--- src/common/logic_cell_pkg.sv ---
// Constants shared by the programmable logic cell and its bench
package logic_cell_pkg;
   // APB register byte offsets
   localparam logic [7:0]  CFG_LUT_OFFSET     = 8'h00;
   localparam logic [7:0]  CFG_CTRL_OFFSET    = 8'h04;
   localparam logic [7:0]  STATUS_OFFSET      = 8'h08;
   localparam logic [7:0]  ID_OFFSET          = 8'h0c;

   // Reset values
   localparam logic [15:0] LUT_MASK_RESET     = 16'h0000;
   localparam logic [31:0] CTRL_RESET         = 32'h0000_0000;
   // Arbitrary identification value, names no part
   localparam logic [31:0] CELL_ID_VALUE      = 32'h00c0_ffee;

   // Control register field positions
   localparam int          CTRL_ARITH_BIT     = 0;
   localparam int          CTRL_TYPE_LSB      = 1;
   localparam int          CTRL_TYPE_MSB      = 2;
   localparam int          CTRL_OUTSEL_LSB    = 3;
   localparam int          CTRL_OUTSEL_MSB    = 5;
   localparam int          CTRL_PACK_BIT      = 6;
   localparam int          CTRL_CARRYLUT_BIT  = 7;
   localparam int          CTRL_CHAINEND_BIT  = 8;
   localparam int          CTRL_CHAINFIRST_BIT = 9;
   localparam int          CTRL_REGCHAIN_BIT  = 10;
   localparam int          CTRL_COUNTER_BIT   = 11;
   localparam int          CTRL_SELPOINT_BIT  = 12;
   localparam int          CTRL_WIDTH         = 13;

   // Storage element behaviour
   typedef enum logic [1:0] {
      REG_D  = 2'b00,
      REG_T  = 2'b01,
      REG_JK = 2'b10,
      REG_SR = 2'b11
   } reg_kind_type;

   // Bus slave handshake
   typedef enum logic [0:0] {
      BUS_IDLE = 1'b0,
      BUS_ACK  = 1'b1
   } bus_state_type;
endpackage

--- src/logic/programmable_logic_cell.sv ---
// Programmable logic cell: lookup function, configurable register, carry-select adder
//
// Our own choices: the APB interface to the registers and the address map.
`timescale 1ns/1ns
// Behaviour
// - A sixteen-entry table realises any function of four inputs.
// - Register behaves as D, T, JK or SR element by configuration.
// - Register has data, load data, clock, enable, clear and load/preset controls.
// - Asynchronous load always takes the fourth data input; this cell loads it on the rising clock edge.
// - Combinational lookup result reaches the outputs bypassing the register.
// - Three outputs, each picking lookup result or register value independently.
// - Packing option feeds the register output back into the lookup.
// - Lookup-chain and register-chain outputs feed the next cell.
// - Subtract inverts B and forces the initial carry to one.
// - Add/subtract select drives the carry only in the chain's first cell.
// - Normal or arithmetic mode steers the eight cell inputs.
// - Cluster controls act in both modes; add/subtract only in arithmetic.
// - Normal mode feeds four inputs; one is carry-in or the fourth input.
// - Carry-in used as lookup input only at a chain's end.
// - Arithmetic mode precomputes sums and carries for carry zero and one.
// - Cluster carry picks a chain; that chain's level picks the sum.
// - Each incoming carry selects its own carry-out; both go forward.
// - Counter enable and up/down from data inputs; sync clear/load cluster-wide.
// - Cluster carry selection points at fifth and tenth cells.
// - Preset is an asynchronous load of one; two clears, one preset; this cell applies clears and preset on the rising clock edge.
// - Clear wins when clear and preset/load are asserted together.
// - Active-low chip-wide clear resets the register above everything.
// - Cluster clock enable, when low, holds the register; clears and preset still act.
module programmable_logic_cell
   import logic_cell_pkg::*;
(
   // Clock and chip-wide clear
   input  wire logic        mclk,
   input  wire logic        rst_b,
   // APB slave
   input  wire logic        psel,
   input  wire logic        penable,
   input  wire logic        pwrite,
   input  wire logic [7:0]  paddr,
   input  wire logic [31:0] pwdata,
   output logic      [31:0] prdata,
   output logic             pready,
   output logic             pslverr,
   // Data inputs
   input  wire logic        baseLutInput,
   input  wire logic        operandAIn,
   input  wire logic        operandBIn,
   input  wire logic        fourthLutInput,
   // Chain inputs
   input  wire logic        carryChainZeroIn,
   input  wire logic        carryChainOneIn,
   input  wire logic        clusterCarryIn,
   input  wire logic        regChainIn,
   // Cluster-wide controls
   input  wire logic        clusterClkEn,
   input  wire logic        clusterClearA,
   input  wire logic        clusterClearB,
   input  wire logic        clusterPresetLoad,
   input  wire logic        clusterSyncClear,
   input  wire logic        clusterSyncLoad,
   input  wire logic        addNotSub,
   // Cell outputs
   output logic             routeOutA,
   output logic             routeOutB,
   output logic             localOut,
   output logic             lutChainOut,
   output logic             regChainOut,
   output logic             carryChainZeroOut,
   output logic             carryChainOneOut,
   output logic             clusterCarryOut
);

   // Configuration state
   logic [15:0]           lutMask_reg;
   logic [CTRL_WIDTH-1:0] ctrl_reg;
   logic                  cellQ_reg;
   logic                  clusterCarryOut_reg;
   bus_state_type         bus_reg;
   logic [31:0]           prdata_reg;
   logic                  pslverr_reg;

   logic                  arithMode;
   reg_kind_type          regKind;
   logic [2:0]            outSel;
   logic                  packFeedback;
   logic                  carryToLut;
   logic                  chainEnd;
   logic                  chainFirst;
   logic                  useRegChain;
   logic                  counterMode;
   logic                  selectPoint;

   assign arithMode    = ctrl_reg[CTRL_ARITH_BIT];
   assign regKind      = reg_kind_type'(ctrl_reg[CTRL_TYPE_MSB:CTRL_TYPE_LSB]);
   assign outSel       = ctrl_reg[CTRL_OUTSEL_MSB:CTRL_OUTSEL_LSB];
   assign packFeedback = ctrl_reg[CTRL_PACK_BIT];
   assign carryToLut   = ctrl_reg[CTRL_CARRYLUT_BIT];
   assign chainEnd     = ctrl_reg[CTRL_CHAINEND_BIT];
   assign chainFirst   = ctrl_reg[CTRL_CHAINFIRST_BIT];
   assign useRegChain  = ctrl_reg[CTRL_REGCHAIN_BIT];
   assign counterMode  = ctrl_reg[CTRL_COUNTER_BIT];
   assign selectPoint  = ctrl_reg[CTRL_SELPOINT_BIT];

   // Carry-select arithmetic
   logic subtract;
   logic operandB;
   logic upCount;
   logic carryZero;
   logic carryOne;
   logic sumZero;
   logic sumOne;
   logic genCarryZero;
   logic genCarryOne;
   logic chainLevel;
   logic arithSum;

   // Counting down reuses the subtract path, so up/down costs no extra logic
   assign upCount   = ~counterMode | fourthLutInput;
   assign subtract  = arithMode & (~addNotSub | ~upCount);
   assign operandB  = operandBIn ^ subtract;
   // Only the chain's first cell sees the select as its carry
   assign carryZero = chainFirst ? subtract : carryChainZeroIn;
   assign carryOne  = chainFirst ? subtract : carryChainOneIn;
   assign sumZero      = operandAIn ^ operandB;
   assign sumOne       = ~(operandAIn ^ operandB);
   assign genCarryZero = operandAIn & operandB;
   assign genCarryOne  = operandAIn | operandB;
   assign chainLevel   = clusterCarryIn ? carryOne : carryZero;
   assign arithSum     = chainLevel ? sumOne : sumZero;

   // Normal-mode lookup
   logic [3:0] lutIndex;
   logic       lutInThree;
   logic       lutResult;
   logic       cellComb;

   // Carry feeds the table only for the cell that closes an adder chain
   assign lutInThree = (carryToLut & chainEnd) ? chainLevel : fourthLutInput;

   genvar gi;
   generate
      for (gi = 0; gi < 4; gi++) begin : g_lut_in
         if (gi == 0) begin : g_in0
            assign lutIndex[gi] = baseLutInput;
         end else if (gi == 1) begin : g_in1
            assign lutIndex[gi] = operandAIn;
         end else if (gi == 2) begin : g_in2
            assign lutIndex[gi] = packFeedback ? cellQ_reg : operandBIn;
         end else begin : g_in3
            assign lutIndex[gi] = lutInThree;
         end
      end
   endgenerate

   assign lutResult = lutMask_reg[lutIndex];
   assign cellComb  = arithMode ? arithSum : lutResult;

   // Register data path
   logic regData;
   logic regNext;
   logic countHold;

   assign regData   = useRegChain ? regChainIn : cellComb;
   assign countHold = arithMode & counterMode & ~baseLutInput;

   always_comb begin
      regNext = cellQ_reg;
      case (regKind)
         REG_D:   regNext = regData;
         REG_T:   regNext = cellQ_reg ^ regData;
         REG_JK:  regNext = (regData & ~cellQ_reg) | (~operandBIn & cellQ_reg);
         REG_SR:  regNext = regData | (~operandBIn & cellQ_reg);
         default: regNext = regData;
      endcase
   end

   // Clears and preset/load act on every edge; clock enable gates sync clear, sync load and the data path
   always_ff @(posedge mclk or negedge rst_b) begin
      if (!rst_b) begin
         cellQ_reg <= 1'b0;
      end else if (clusterClearA || clusterClearB) begin
         cellQ_reg <= 1'b0;
      end else if (clusterPresetLoad) begin
         cellQ_reg <= fourthLutInput;
      end else if (clusterClkEn) begin
         if (clusterSyncClear) begin
            cellQ_reg <= 1'b0;
         end else if (clusterSyncLoad) begin
            cellQ_reg <= fourthLutInput;
         end else if (!countHold) begin
            cellQ_reg <= regNext;
         end
      end
   end

   // Carry select point toward the next group of cells
   always_ff @(posedge mclk or negedge rst_b) begin
      if (!rst_b) begin
         clusterCarryOut_reg <= 1'b0;
      end else begin
         clusterCarryOut_reg <= selectPoint & (clusterCarryIn ? carryChainOneOut
                                                              : carryChainZeroOut);
      end
   end

   // Cell outputs; the lookup path stays combinational to keep fabric timing
   assign routeOutA         = outSel[0] ? cellQ_reg : cellComb;
   assign routeOutB         = outSel[1] ? cellQ_reg : cellComb;
   assign localOut          = outSel[2] ? cellQ_reg : cellComb;
   assign lutChainOut       = cellComb;
   assign regChainOut       = cellQ_reg;
   assign carryChainZeroOut = carryZero ? genCarryOne : genCarryZero;
   assign carryChainOneOut  = carryOne ? genCarryOne : genCarryZero;
   assign clusterCarryOut   = clusterCarryOut_reg;

   // APB slave, one wait state
   logic accessPhase;
   logic mapped;
   logic [31:0] readValue;

   assign accessPhase = psel & penable & (bus_reg == BUS_ACK);

   always_comb begin
      mapped    = 1'b1;
      readValue = 32'h0000_0000;
      case (paddr)
         CFG_LUT_OFFSET:  readValue = {16'h0000, lutMask_reg};
         CFG_CTRL_OFFSET: readValue = {{(32-CTRL_WIDTH){1'b0}}, ctrl_reg};
         STATUS_OFFSET:   readValue = {24'h00_0000, clusterCarryOut_reg,
                                       carryChainOneOut, carryChainZeroOut,
                                       lutResult, arithSum, chainLevel,
                                       cellComb, cellQ_reg};
         ID_OFFSET:       readValue = CELL_ID_VALUE;
         default:         mapped = 1'b0;
      endcase
   end

   always_ff @(posedge mclk or negedge rst_b) begin
      if (!rst_b) begin
         bus_reg <= BUS_IDLE;
      end else begin
         case (bus_reg)
            BUS_IDLE: bus_reg <= (psel && penable) ? BUS_ACK : BUS_IDLE;
            BUS_ACK:  bus_reg <= BUS_IDLE;
            default:  bus_reg <= BUS_IDLE;
         endcase
      end
   end

   always_ff @(posedge mclk or negedge rst_b) begin
      if (!rst_b) begin
         prdata_reg  <= 32'h0000_0000;
         pslverr_reg <= 1'b0;
      end else if (psel && penable && bus_reg == BUS_IDLE) begin
         prdata_reg  <= pwrite ? 32'h0000_0000 : readValue;
         pslverr_reg <= ~mapped;
      end else begin
         prdata_reg  <= 32'h0000_0000;
         pslverr_reg <= 1'b0;
      end
   end

   // Configuration writes take effect at the completing edge only
   always_ff @(posedge mclk or negedge rst_b) begin
      if (!rst_b) begin
         lutMask_reg <= LUT_MASK_RESET;
         ctrl_reg    <= CTRL_RESET[CTRL_WIDTH-1:0];
      end else if (accessPhase && pwrite) begin
         if (paddr == CFG_LUT_OFFSET) begin
            lutMask_reg <= pwdata[15:0];
         end
         if (paddr == CFG_CTRL_OFFSET) begin
            ctrl_reg <= pwdata[CTRL_WIDTH-1:0];
         end
      end
   end

   assign pready  = (bus_reg == BUS_ACK);
   assign prdata  = prdata_reg;
   assign pslverr = pslverr_reg;

endmodule // programmable_logic_cell

--- config.mk ---
export PLATFORM = sky130hd
export DESIGN_NAME = programmable_logic_cell
export DESIGN_NICKNAME = d
export VERILOG_FILES = /design/src/common/logic_cell_pkg.sv /design/src/logic/programmable_logic_cell.sv
export SDC_FILE = /design/constraint.sdc
export NUM_CORES = 1
export LEC_CHECK = 0
export ABC_AREA = 0
export BUFFER_PORTS_ARGS = -buffer_cell sky130_fd_sc_hd__buf_2
export CORE_MARGIN = 4
export CORE_UTILIZATION = 53
export CTS_CLUSTER_SIZE = 28
export DETAILED_ROUTE_END_ITERATION = 16
export PLACE_DENSITY = 0.89
export SLEW_MARGIN = 40
export SYNTH_ARGS = -nofsm -noshare
export SYNTH_HDL_FRONTEND = slang
export SYNTH_SLANG_ARGS = --single-unit
export TNS_END_PERCENT = 10
--- constraint.sdc ---
create_clock -name mclk -period 4.1 [get_ports mclk]
set_clock_uncertainty 0.2 [all_clocks]
set_input_delay 0.205 -clock mclk [delete_from_list [all_inputs] [get_ports mclk]]
set_output_delay 0.205 -clock mclk [all_outputs]
set_load 0.01 [all_outputs]
---- Word-level counts from Yosys, hierarchy flattened ----
Cells that the tools add are included.
word-level totals
  flip-flop bits (word level) ............. 65
  bits of input ports ..................... 60
  output and inout port bits .............. 42
  word-level logic and storage cells ...... 83
cells by class
  magnitude comparators ................... 1
  equality and inequality tests ........... 7
  mux-type cells .......................... 30
  bitwise operators ....................... 27
  reduce and logical (&&, ||, !) cells .... 11
operators with widths
  kind                  count
  $pmux W24 S4          1
  $mux W32              2
  $mux W1               24
  $eq A8 B4 Y1 const B  2
  $and A1 B1 Y1         10
  $not A1 Y1            9
  $eq A8 B3 Y1 const B  1
  $logic_not A8 Y1      1
  $reduce_and A2 Y1     3
  $lt A4 B5 Y1 const B  1
  $ne A5 B4 Y1 const B  1
  $or A1 B1 Y1          5
  $bmux W1 S4           1
  $eq A2 B2 Y1 const B  2
  $pmux W1 S4           1
  $reduce_or A4 Y1      1
  $logic_and A1 B1 Y1   3
  $reduce_bool A3 Y1    1
  $xor A1 B1 Y1         3
  $eq A2 B1 Y1 const B  1
  $logic_not A2 Y1      1
  $pmux W1 S2           1
  $logic_or A1 B1 Y1    1

---- Longest topological paths before layout ----
Gate-level depths: netlist of run 1.
  depth in word-level cells ............... 21
  mapped depth ............................ 16

---- Worst setup path after synthesis of run 1 ----
No wires, ideal clock.
  path type ............................... flip-flop to flip-flop
  start point ............................. register ctrl_reg[0]
  end point ............................... register cellQ_reg, in the netlist regChainOut
  library setup time ...................... 128 ps
  arrival ................................. 2464 ps
  path slack .............................. 1308 ps
  cell stages (with the launch flop) ...... 15
  period minus slack after synthesis ...... 2792 ps
  cells stage by stage .................... dfrtp_1 buf_4 nand2_1 a21oi_2 o31ai_1 mux2_4 or3_1 nand2_1 ha_1 inv_1 a21o_1 a31oi_1 o21ai_0 a311oi_1 a21oi_1
on the way
  cells in the longest elaborated chain, start to end .. 17
RTL lines
  what                           line                                                            text
  start: declaration             programmable_logic_cell.sv:75                                   logic [CTRL_WIDTH-1:0] ctrl_reg;
  start signal: assignment       programmable_logic_cell.sv:267                                  ctrl_reg <= CTRL_RESET[CTRL_WIDTH-1:0];
  start signal: assignment       programmable_logic_cell.sv:273                                  ctrl_reg <= pwdata[CTRL_WIDTH-1:0];
  $and A1 B1 Y1                  programmable_logic_cell.sv:119                                  assign subtract = arithMode & (~addNotSub | ~upCount);
  $mux W1 (on tied branches)     programmable_logic_cell.sv:122, programmable_logic_cell.sv:123
  $mux W1                        programmable_logic_cell.sv:128                                  assign chainLevel = clusterCarryIn ? carryOne : carryZero;
  $mux W1                        programmable_logic_cell.sv:138                                  assign lutInThree = (carryToLut & chainEnd) ? chainLevel : fourthLutInput;
  $bmux W1 S4                    programmable_logic_cell.sv:155                                  assign lutResult = lutMask_reg[lutIndex];
  $mux W1 (not written as such)  programmable_logic_cell.sv:155
  $mux W1                        programmable_logic_cell.sv:156                                  assign cellComb = arithMode ? arithSum : lutResult;
  $mux W1                        programmable_logic_cell.sv:163                                  assign regData = useRegChain ? regChainIn : cellComb;
  $and A1 B1 Y1                  programmable_logic_cell.sv:171                                  REG_JK: regNext = (regData & ~cellQ_reg) | (~operandBIn & cellQ_reg);
  $or A1 B1 Y1                   programmable_logic_cell.sv:171
  $pmux W1 S4                    programmable_logic_cell.sv:168                                  case (regKind)
  $mux W1                        programmable_logic_cell.sv:190                                  end else if (!countHold) begin
  $mux W1                        programmable_logic_cell.sv:188                                  end else if (clusterSyncLoad) begin
  $mux W1                        programmable_logic_cell.sv:186                                  if (clusterSyncClear) begin
  $mux W1                        programmable_logic_cell.sv:185                                  end else if (clusterClkEn) begin
  $mux W1                        programmable_logic_cell.sv:183                                  end else if (clusterPresetLoad) begin
  $mux W1                        programmable_logic_cell.sv:181                                  end else if (clusterClearA || clusterClearB) begin
  end signal: assignment         programmable_logic_cell.sv:184                                  cellQ_reg <= fourthLutInput;
  end signal: assignment         programmable_logic_cell.sv:189                                  cellQ_reg <= fourthLutInput;
  end signal: assignment         programmable_logic_cell.sv:191                                  cellQ_reg <= regNext;
  end: declaration               programmable_logic_cell.sv:76                                   logic cellQ_reg;
Several ways; a longest one is shown, not always the timed one. The select of a mux whose other input is x is not followed.
A chain may end at the register's enable or synchronous reset.

---- Worst setup path after layout of run 1 ----
Ends and elaborated chain as after synthesis.

==> results of run 1 <==
[cells in the mapped netlist (all sizes together) (3+ instances only)]
cell type | instances | area share
a21oi | 12 | 0.024
buf | 20 | 0.055
clkbuf | 4 | 0.0056
dfrtp | 50 | 0.47
ha | 3 | 0.014
inv | 7 | 0.0099
mux2 | 38 | 0.16
mux2i | 10 | 0.042
mux4 | 4 | 0.038
nand2 | 19 | 0.028
nand2b | 5 | 0.012
nor2 | 16 | 0.023
nor2b | 3 | 0.0070
nor4 | 3 | 0.015
o21ai | 9 | 0.017
o22ai | 4 | 0.0094
[cells by family (layout without fill, tap and decap cells)]
| logic type | Yosys count | count (layout) | synth area share |
|---|---|---|---|
| other cells | 1 | 14 | 0.001408 |
| buf+inv | 31 | 107 | 0.07095 |
| simple gates | 55 | 55 | 0.1062 |
| flops | 50 | 50 | 0.4699 |
| fa+ha+maj | 3 | 3 | 0.01410 |
| xor+xnor | 3 | 3 | 0.009870 |
| mux | 52 | 52 | 0.2425 |
| compound gates | 37 | 37 | 0.08505 |
[final cells by class]
cell class,instances,area [um^2]
clock inverter,2,60.06
timing repair buffer,92,563.0
multi-input combinational,164,1271
tap,67,83.83
fill,339,1448
sequential,50,1251
clock buffer,6,82.58
inverter,7,26.28
[path summary, 6_finish.rpt]
path	start	end	cells after the start
hold / removal	penable	pready$_DFF_PN0_	3
setup / recovery	ctrl_reg[0]$_DFFE_PN0P_	regChainOut$_DFFE_PN0P_	14
setup reg to reg	ctrl_reg[0]$_DFFE_PN0P_	regChainOut$_DFFE_PN0P_	14
hold reg to reg	pready$_DFF_PN0_	pready$_DFF_PN0_	1
min in group asynchronous	rst_b	pready$_DFF_PN0_	2
max in group asynchronous	rst_b	regChainOut$_DFFE_PN0P_	2
[worst max-delay path, delay by kind of cell, from the launching register on]
kind	cells	cell delay, ns
compound gates	6	0.93
simple gates	2	0.19
buf+inv	2	0.11
xor+xnor	2	0.39
flops	1	0.56
fa+ha+maj	2	0.62
[metal layers]
layer	routed length [um]	vias up	share of wire	GRT usage
li1	-	973	-	-
met1	2539	1025	0.41	0.2761
met2	3071	94	0.49	0.3294
met3	480	14	0.077	0.04308
met4	125	0	0.020	0.08419
met5	0	-	0	0
[stage by stage]
| step | power, W | area (um^2) | setup WS (ns) |
|---|---|---|---|
| floorplan | 0.0005615 | 2711 | 1.308 |
| global placement | 0.0005960 | 2988 | 1.102 |
| detailed placement | 0.0005996 | 3005 | 1.059 |
| CTS | 0.001029 | 3338 | 1.009 |
| global route | 0.001054 | 3338 | 0.6961 |
| finish | 0.001023 | 3338 | 0.9916 |
[report_power, final]
| group | switching (W) | leakage [nW] | total (W) | internal [W] |
|---|---|---|---|---|
| Combinational | 0.0000594 | 0.964 | 0.000107 | 0.0000471 |
| Sequential | 0.00000257 | 0.697 | 0.000498 | 0.000495 |
| Clock | 0.000159 | 0.0714 | 0.000419 | 0.000260 |
==> results.md, run 1 <==
Status:
- The flow ran to the end, and the final reports show no timing, DRC or antenna violations.

Floorplanning:
- The floorplan die width is roughly 79 um.
- The initial utilization of the core area, before any placement, comes to 0.5563.
- Measured along the y axis, the die boundary spans roughly 79 um.
- Pin placement for this block handled slightly above 100 I/O pins.
- The floorplan has 25 rows.
- The die covers between 6000 and 7000 um^2.
- The region available for standard cell placement spans around 4800 um^2.

Yosys:
- The flop and latch count out of synthesis is 50.
- The mean area per synthesized cell is around 11 um^2.
- Of the synthesized area, sequential elements account for 0.4699.
- Counting flops with a built-in enable in the synthesized netlist gives 0.
- The most used flip-flop cell after synthesis is dfrtp_1.
- In this run the cell area of the synthesized design comes to about 2700 um^2.
- The count of distinct cell types in the synthesized netlist is 44.
- The share of flip-flops with an asynchronous set or reset is 1.000.
- The post-synthesis cell count is between 200 and 250.
- During synthesis, Yosys emitted a total of 0 warnings.

STA:
- The maximum clock frequency is 321.7 MHz.
- The final hold violation count is 0.
- After routing, the total negative slack on setup checks comes to 0 ns.
- The minimum period implied by the final worst setup slack is about 3.1 ns.
- The final max-slew violation count is 0.
- The final hold slack is about 0.050 ns.
- Setup repair after global routing left no endpoint under its margin.
- The slew at the pin closest to its max-slew limit is 0.6144 ns.
- The normalized max-slew margin is 0.5904.
- In the finished design, the share of the clock period the worst path needs comes to 0.7582.
- The count of final setup violators is 0.

Critical path:
- The worst setup path is captured at a flip-flop.
- The required time at the endpoint of the critical path is about 4.1 ns.
- For this run, the slowest stage of the critical path takes ~0.56 ns.
- Walking the worst path, the cells encountered are nand2_1 -> xnor2_1 -> inv_1 -> ha_1 -> xnor2_1 -> a31oi_1 -> nand2_1 -> ha_1 -> inv_1 -> a21o_1 -> a31oi_1 -> o21ai_0 -> a311oi_1 -> a21oi_1.
- The top fanout value on the critical path is 9.
- On the critical path, the stage with the largest delay is an instance of dfrtp_1.
- The setup slack of the most critical reg-to-reg path is between 0.9 and 1 ns.
- STA classifies the critical path startpoint as a flip-flop.
- The arrival time of data at the critical path endpoint is around 3.1 ns.
- The type of the worst setup path is reg2reg.

Clock tree:
- The clock root buffer master is clkbuf_8.
- In this run the deepest clock path goes through 2 buffers.
- The tree built by TritonCTS fans out to 50 sinks.
- The later-pin clock latency in the skew report is 0.31 ns.
- In this run, post-CTS hold repair placed 19 buffers.
- The number of setup buffers added after CTS is 0.
- TritonCTS built the clock tree.
- The clock slew at the register clock pins of the worst setup and hold paths is about 0.080 ns.
- The number of clock buffers added by TritonCTS is 5.
- The post-cts resize count is 0.
- The H-tree was split into 2 levels.

GRT:
- The overall global routing resource usage is 0.2064.
- The aggregate global routing overflow is 0.
- The number of antenna violations at the first check in global routing is 0.
- The via count of the first global-routing pass came to about 2100.
- The first global-routing pass estimated around 10 mm of wire.
- Entering global routing, the biggest net connects 51 pins.

Final layout:
- The number of antenna diodes in the final layout is 0.
- The library cells used most frequently in the layout, excluding fill and tap cells, are buf_2 (70), dfrtp_1 (50), mux2_2 (37).
- In the final layout, the share of cells above drive strength 1 is 0.3925.
- After the flow finishes, the layout carries non-filler instances totaling a little under 400.
- The commonest non-fill, non-tap cell in the layout is buf_2.
- The synthesis-to-layout area growth is 25.38%.
- The number of flip-flops in the largest register is 17.
- At the end of the flow the core is filled with cells to 0.6975.
- At the end of the flow, the number of nets in the layout was ~380.

Route:
- The per-cell via count in the routed design is approximately 5.4.
- The wire length per cell after detailed routing is between 15 and 20 um.
- The number of design rule violations left after detail routing is 0.
- The first-pass iteration count of the detailed router is 4.
- The number of violations reported at the end of detailed-routing iteration 0 is 146.
- The count of vias placed by the detailed router is about 2100.
- After detailed routing, the total wire length is between 6 and 7 mm.
- In this run the remaining antenna-violating nets after routing total 0.

Power and ir drop:
- The worst-case IR drop observed on VDD is between 0.2 and 0.25 mV.
- The leakage dissipation is about 1.7 nW.
- In this run the power density over the cells is ~310 nW/um^2.

Placed design:
- The total half-perimeter wirelength after legalization and detailed placement is 4.514 mm.
- The number of placed instances, taps included, is around 360.
- The port buffer count is about 70.
- The placer congestion estimate is approximately 0.85.

Job:
- The total of max-cap violations is 0.

Min path:
- In this run the worst hold path is classified as in2reg.
No activity file was read; power rests on OpenSTA's default activity.
==> run 2: changes to the inputs <==
- CORE_UTILIZATION: 53 -> 49
- PLACE_DENSITY: 0.89 -> 0.83
- clock period: 4.1 -> 3.23 ns (I/O delays scaled with it)
==> run 2 against run 1 <==
Against the previous run:
- the flow now finishes with violations (hold timing)
- clock power fell by 8.8%
- first-iteration DRC count up 36%
- sequential power rose by 27%
- global-route usage down 0.65 points
- critical path depth is 2 higher
- core utilization down 5.6 points
- largest power group unchanged
- highest routed layer unchanged
==> results.md, run 2 (synthesis results as in run 1) <==
Route:
- The per-cell via count in the routed design is 5.310 (-2.2%).
- The number of design rule violations left after detail routing is 0 (unchanged).
- The count of vias placed by the detailed router is 2092 (-0.66%).
- The overall routed net length came to 6.430 mm (+3.4%).
- The first-pass iteration count of the detailed router was 4 (unchanged).
- The count of nets left with antenna violations after detail routing is 0 (unchanged).
- The number of violations reported at the end of detailed-routing iteration 0 was 199 (+36%).
- The wire length per cell after detailed routing is 16.32 um (+1.9%).

Job:
- The total of max-cap violations is 0 (unchanged).

STA:
- The normalized max-slew margin came to 0.5752 (-0.01520).
- Setup repair after global routing left no endpoint under its margin.
- The final hold slack is -0.006021 ns (-0.05581 ns).
- The final max-slew violation count came to 0 (unchanged).
- The final cycle utilization of the critical path is 0.9602 (+0.2021).
- The minimum period implied by the final worst setup slack is 3.102 ns (-0.006891 ns).
- The slew at the pin closest to its max-slew limit is 0.6357 ns (+0.02126 ns).
- The final hold violation count is 1 (+1).
- The count of final setup violators was 0 (unchanged).
- The maximum clock frequency is 322.4 MHz (+0.22%).
- The final sum of negative setup slack was 0 ns (unchanged).

Clock tree:
- The maximum buffer depth of the clock tree is 2 (unchanged).
- TritonCTS built the clock tree.
- The CTS sink count came to 50 (unchanged).
- The maximum level of the CTS H-tree is 2 (unchanged).
- The later-pin clock latency in the skew report is 0.31 ns (about the same).
- The clock slew at the register clock pins of the worst setup and hold paths is 0.09 ns (about the same).
- The total clock buffers created by CTS came to 5 (unchanged).
- The post-cts resize count was 0 (unchanged).
- The clock root buffer master is clkbuf_8.

GRT:
- The largest net degree at the start of global routing came to 51 (unchanged).
- The aggregate global routing overflow is 0 (unchanged).
- The number of antenna violations at the first check in global routing is 0 (unchanged).
- The first-pass GRT wire length is 9.832 mm (-1.7%).
- The via count of the first global-routing pass is 1957 (-5.9%).
- The overall global routing resource usage is 0.1999 (-0.006458).

Floorplanning:
- The initial cell density of the core is 0.5148 (-0.04158).
- The area inside the core boundary is 5172 um^2 (+8.1%).
- The overall die height is 81.72 um (+3.6%).
- The I/O pin count is 102 (unchanged).
- The floorplan die width came to 81.72 um (+3.6%).
- The die footprint is 6677 um^2 (+7.3%).
- The number of core rows is 26 (+4.0%).

Final layout:
- The fill cell instance count of the final layout is 413 (+22%).
- The area of combinational cells with multiple inputs is 1271 um^2 (unchanged).
- Leaving out fill and tap cells, the most frequent cell in the layout is buf_2.
- In the layout the commonest cells are buf_2 (70), dfrtp_1 (50), mux2_2 (37).
- The total inserted antenna cells was 0 (unchanged).
- The fraction of final layout cells sized beyond drive strength 1 is 0.3951 (+0.002538).
- The register area is 1251 um^2 (unchanged).
- The synthesis-to-layout area growth is 24.58%.
- The final design area excluding fillers is 3317 um^2 (-0.64%).
- The number of nets in the final layout is 386 (+0.78%).
- The number of flip-flops in the largest register is 17 (unchanged).

Critical path:
- The required time at the endpoint of the critical path came to 3.22 ns (-0.87 ns).
- The top fanout value on the critical path is 3 (-6).
- STA classifies the critical path endpoint as a flip-flop.
- The dominant cell type by count on the critical path is nand2_1.
- The stage delay of the slowest cell on the critical path is 0.40 ns (-0.16 ns).
- The launching element type of the critical path is a flip-flop.
- The number of buffer and inverter stages on the critical path came to 2 (unchanged).
- The slowest stage of the critical path belongs to the cell dfrtp_1.
- The largest delay contributor family on the critical path is compound AO/OA/AOI/OAI gates.
- The critical path goes through nand2b_1 -> nand2_1 -> nand2_1 -> xnor2_1 -> inv_1 -> ha_1 -> xnor2_1 -> a31oi_1 -> nand2_1 -> ha_1 -> inv_1 -> a21o_1 -> a31oi_1 -> o21ai_0 -> a311oi_1 -> a21oi_1.
- The arrival time of data at the critical path endpoint is 3.10 ns (about the same).
- The worst setup path is of the reg2reg kind.

Power and ir drop:
- The power density normalized to cell area came to 347.0 nW/um^2 (+13%).
- The leakage dissipation is 1.726 nW (-0.36%).
- The total power is 0.001151 W (+13%).
- The worst vdd rail ir drop is 0.1751 mV (-19%).

Status:
- The flow ran to the end, but the final reports show violations.
- The checks that failed: hold timing.

Placed design:
- The port buffer count is 71 (unchanged).
- The instance area at placement is 3017 um^2 (+0.37%).
- The total half-perimeter wirelength after legalization and detailed placement is 4.529 mm (+0.33%).
- The placer congestion estimate was 0.8420 (-1.3%).

Min path:
- The class of the tightest hold or removal check is in2reg.
==> run 2: layout make-up <==
cell class | count | share of cell area
Clock buffer | 7 | 0.02603
Clock inverter | 1 | 0.002641
Inverter | 7 | 0.007922
Multi-Input combinational cell | 164 | 0.3833
Sequential cell | 50 | 0.3772
Tap cell | 70 | 0.02641
Timing Repair Buffer | 95 | 0.1765
==> run 2: repair_timing <==
action	4_1_cts	5_1_grt
hold endpoints to repair	80	0
buffers inserted	0	2
hold buffers	19	0
endpoints found under the setup margin	0	1
==> run 2: metal layers <==
metal	track usage	vias to the layer above	part of all wire
met4	0.07641	0	0.022
met1	0.2534	989	0.41
li1	-	981	-
met5	0	-	0
met2	0.3347	103	0.49
met3	0.04386	19	0.077
==> run 2: where the power goes <==
group	internal, W	total [W]	switching [W]
combinational	0.0000604	0.000137	0.0000771
sequential	0.000628	0.000631	0.00000259
clock	0.000177	0.000382	0.000205
total	0.000866	0.00115	0.000285
==> run 2: final timing paths <==
path	startpoint	to	slack [ns]	cells after the start
max	ctrl_reg[11]$_DFFE_PN0P_	regChainOut$_DFFE_PN0P_	0.13	16
min	clusterCarryIn	clusterCarryOut$_DFF_PN0_	-0.006	3
max reg2reg	ctrl_reg[11]$_DFFE_PN0P_	regChainOut$_DFFE_PN0P_	0.13	16
min reg2reg	pready$_DFF_PN0_	pready$_DFF_PN0_	0.32	1
max in group asynchronous	rst_b	lutMask_reg[13]$_DFFE_PN0P_	2.22	2
min in group asynchronous	rst_b	lutMask_reg[1]$_DFFE_PN0P_	0.19	2
==> run 2: metrics by stage <==
step | instances | utilization | worst slack (ns)
after detailed placement | 365 | 0.5832 | 0.2070
after global placement | 365 | 0.5827 | 0.2850
after CTS | 392 | 0.6384 | 0.1726
after global routing | 394 | 0.6413 | 0.003778
after floorplan | 245 | - | 0.4383
final | 394 | 0.6413 | 0.1285
==> run 2: tightest hold or removal path: cells and delay by family <==
kind | cells | cell delay [ns]
and+or+nand+nor | 1 | 0.11
buffers and inverters | 1 | 0.11
muxes | 1 | 0.08
==> run 3: changes to the inputs <==
- CELL_PAD_IN_SITES_DETAIL_PLACEMENT: not set -> 1
- CELL_PAD_IN_SITES_GLOBAL_PLACEMENT: not set -> 1
- CORE_UTILIZATION: 49 -> 37
- GPL_TIMING_DRIVEN: not set -> 0
- PLACE_DENSITY: 0.83 -> 0.82
==> run 3 against run 2 <==
Against the previous run:
- the run now ends clean
- critical path depth unchanged
- via count up 5.4%
- sequential power about the same
- critical path type unchanged
- critical endpoint unchanged
- highest routed layer unchanged
==> results.md, run 3 (synthesis results as in run 1) <==
Floorplanning:
- The floorplan die width is 92.83 um (+14%).
- The number of core rows is 30 (+15%).
- The initial cell density of the core came to 0.3855 (-0.1292).
- The overall die height is 92.83 um (+14%).
- The area inside the core boundary is 6907 um^2 (+34%).
- The I/O pin count came to 102 (unchanged).
- The die footprint was 8617 um^2 (+29%).

STA:
- The final cycle utilization of the critical path is 0.9351 (-0.02515).
- The final max-slew violation count was 0 (unchanged).
- The final hold violation count is 0 (-1).
- The count of final setup violators is 0 (unchanged).
- The maximum clock frequency came to 331.1 MHz (+2.7%).
- The slew at the pin closest to its max-slew limit is 0.6459 ns (+0.01020 ns).
- The minimum period implied by the final worst setup slack came to 3.020 ns (-0.08122 ns).
- The normalized max-slew margin came to 0.5678 (-0.007362).
- The final sum of negative setup slack is 0 ns (unchanged).

Route:
- The per-cell via count in the routed design is 5.000 (-5.8%).
- The number of violations reported at the end of detailed-routing iteration 0 is 64 (-68%).
- The number of design rule violations left after detail routing is 0 (unchanged).
- The overall routed net length is 7.882 mm (+23%).
- The count of vias placed by the detailed router was 2205 (+5.4%).
- The count of nets left with antenna violations after detail routing is 0 (unchanged).
- The first-pass iteration count of the detailed router is 4 (unchanged).
- The wire length per cell after detailed routing is 17.87 um (+9.5%).

Status:
- The flow ran to the end, and the final reports show no timing, DRC or antenna violations.

Critical path:
- The number of buffer and inverter stages on the critical path was 2 (unchanged).
- The top fanout value on the critical path is 4 (+1).
- Walking the worst path, the cells encountered are nand2b_1 -> nand2_1 -> nand2_2 -> xnor2_2 -> inv_2 -> ha_4 -> xnor2_4 -> a31oi_1 -> nand2_2 -> ha_4 -> inv_1 -> a21o_1 -> a31oi_1 -> o21ai_1 -> a311oi_1 -> a21oi_1.
- The setup slack of the most critical reg-to-reg path was 0.21 ns (+0.08 ns).
- The kind of cell with the highest combined delay along the critical path is compound AO/OA/AOI/OAI gates.
- The launching element type of the critical path is a flip-flop.
- The type of the worst setup path is reg2reg.
- The stage delay of the slowest cell on the critical path is 0.40 ns (about the same).
- Tracing the worst setup path back leads to its startpoint at ctrl_reg[11]$_DFFE_PN0P_.
- For this design, the slowest cell found on the critical path is dfrtp_1.
- In this run the critical register-to-register path is launched from ctrl_reg[11]$_DFFE_PN0P_.
- The arrival time of data at the critical path endpoint is 3.02 ns (-0.08 ns).
- The endpoint class of the critical path is a flip-flop.
- The required time at the endpoint of the critical path is 3.23 ns (about the same).
- The critical register-to-register path endpoint is regChainOut$_DFFE_PN0P_.
- The count of cells along the worst register-to-register path is 16 (unchanged).

Power and ir drop:
- The power density normalized to cell area is 356.3 nW/um^2 (+2.7%).
- The worst vdd rail ir drop is 0.1521 mV (-13%).
- The leakage dissipation came to 1.855 nW (+7.5%).

GRT:
- The largest net degree at the start of global routing is 51 (unchanged).
- The first-pass GRT wire length is 12.50 mm (+27%).
- The number of antenna violations at the first check in global routing came to 0 (unchanged).
- The aggregate global routing overflow is 0 (unchanged).
- The via count of the first global-routing pass is 2447 (+25%).
- The overall global routing resource usage is 0.1877 (-0.01222).

Placed design:
- The port buffer count came to 70 (-1.4%).
- The placer congestion estimate came to 0.8583 (+1.9%).
- The instance area at placement came to 3184 um^2 (+5.6%).
- The total half-perimeter wirelength after legalization and detailed placement is 5.884 mm (+30%).
- The count of placed standard cells including taps is 411 (+13%).

Clock tree:
- The total clock buffers created by CTS is 5 (unchanged).
- TritonCTS built the clock tree.
- The CTS sink count was 50 (unchanged).
- The clock slew at the register clock pins of the worst setup and hold paths came to 0.10 ns (about the same).
- The later-pin clock latency in the skew report came to 0.31 ns (about the same).
- The clock root buffer master is clkbuf_8.
- The maximum buffer depth of the clock tree came to 2 (unchanged).
- The maximum level of the CTS H-tree was 2 (unchanged).

Min path:
- The start point of the worst min-delay path is penable.
- The cell count of the worst hold path is 3 (unchanged).
- The worst hold path endpoint is pready$_DFF_PN0_.
- In this run the worst hold path is classified as in2reg.

Final layout:
- The final design area excluding fillers is 3595 um^2 (+8.4%).
- The synthesis-to-layout area growth is 35.01%.
- The fill cell instance count of the final layout is 795 (+92%).
- In the layout the commonest cells are buf_2 (69), dfrtp_1 (50), mux2_2 (37).
- The number of nets in the final layout is 407 (+5.4%).
- The commonest non-fill, non-tap cell in the layout is buf_2.
- The total inserted antenna cells is 0 (unchanged).
- The final cell count without fillers is 441 (+12%).
- The fraction of final layout cells sized beyond drive strength 1 was 0.4464 (+0.05132).
- The number of flip-flops in the largest register was 17 (unchanged).

Job:
- The total of max-cap violations is 0 (unchanged).
-- run 3: worst max-delay path by stage --
| stage | endpoint | slack, ns | depth (start not counted) |
|---|---|---|---|
| floorplan | regChainOut$_DFFE_PN0P_ | 0.44 | 14 |
| global placement | regChainOut$_DFFE_PN0P_ | 0.20 | 16 |
| detailed placement | regChainOut$_DFFE_PN0P_ | 0.13 | 16 |
| CTS | regChainOut$_DFFE_PN0P_ | 0.07 | 16 |
| global route | regChainOut$_DFFE_PN0P_ | -0.009 | 16 |
| finish | regChainOut$_DFFE_PN0P_ | 0.21 | 16 |
-- run 3: metrics by stage --
step                utilization  setup WS (ns)  power (W)  hold slack, ns
detailed placement       0.4611         0.1342  0.0007809         0.02601
floorplan                     -         0.4383  0.0007128         -0.3341
CTS                      0.5076        0.07119   0.001272         0.03277
global placement         0.4607         0.2003  0.0007743          0.1977
global route             0.5205      -0.008785   0.001334         0.05627
finish                   0.5205         0.2097   0.001281         0.02486
-- run 3: layer usage --
metal | up-vias | part of all wire | track usage | routed length (um)
met5 | - | 0 | 0 | 0
met1 | 1106 | 0.40 | 0.2299 | 3141
met2 | 72 | 0.54 | 0.3341 | 4217
met4 | 0 | 0.017 | 0.05617 | 135
met3 | 12 | 0.049 | 0.03412 | 387
li1 | 1015 | - | - | -
-- run 3: tightest hold or removal path: stages --
cell	delay, ns
buf_2	0.09
nand2_1	0.16
nor2_1	0.08
-- run 3: where the power goes --
| group | internal [W] | switching (W) |
|---|---|---|
| sequential | 0.000629 | 0.00000333 |
| combinational | 0.0000816 | 0.0000897 |
| clock | 0.000255 | 0.000222 |
-- run 3: cell type report --
class | instances | area [um^2] | share of cell area
inverters | 7 | 26.28 | 0.007309
repair buffers | 92 | 573.1 | 0.1594
flip-flops and latches | 50 | 1251 | 0.3481
multi-input cells | 164 | 1340 | 0.3728
clock inverters | 2 | 38.79 | 0.01079
clock buffers | 6 | 82.58 | 0.02297
well taps | 96 | 120.1 | 0.03341
plain buffers | 24 | 162.7 | 0.04525
-- run 3: timing repair --
action / 4_1_cts / 5_1_grt
setup buffers: 0 / 3
gates resized for setup: 0 / 13
hold buffers: 20 / 0
setup endpoints to repair: 0 / 1
hold endpoints to repair: 81 / 0
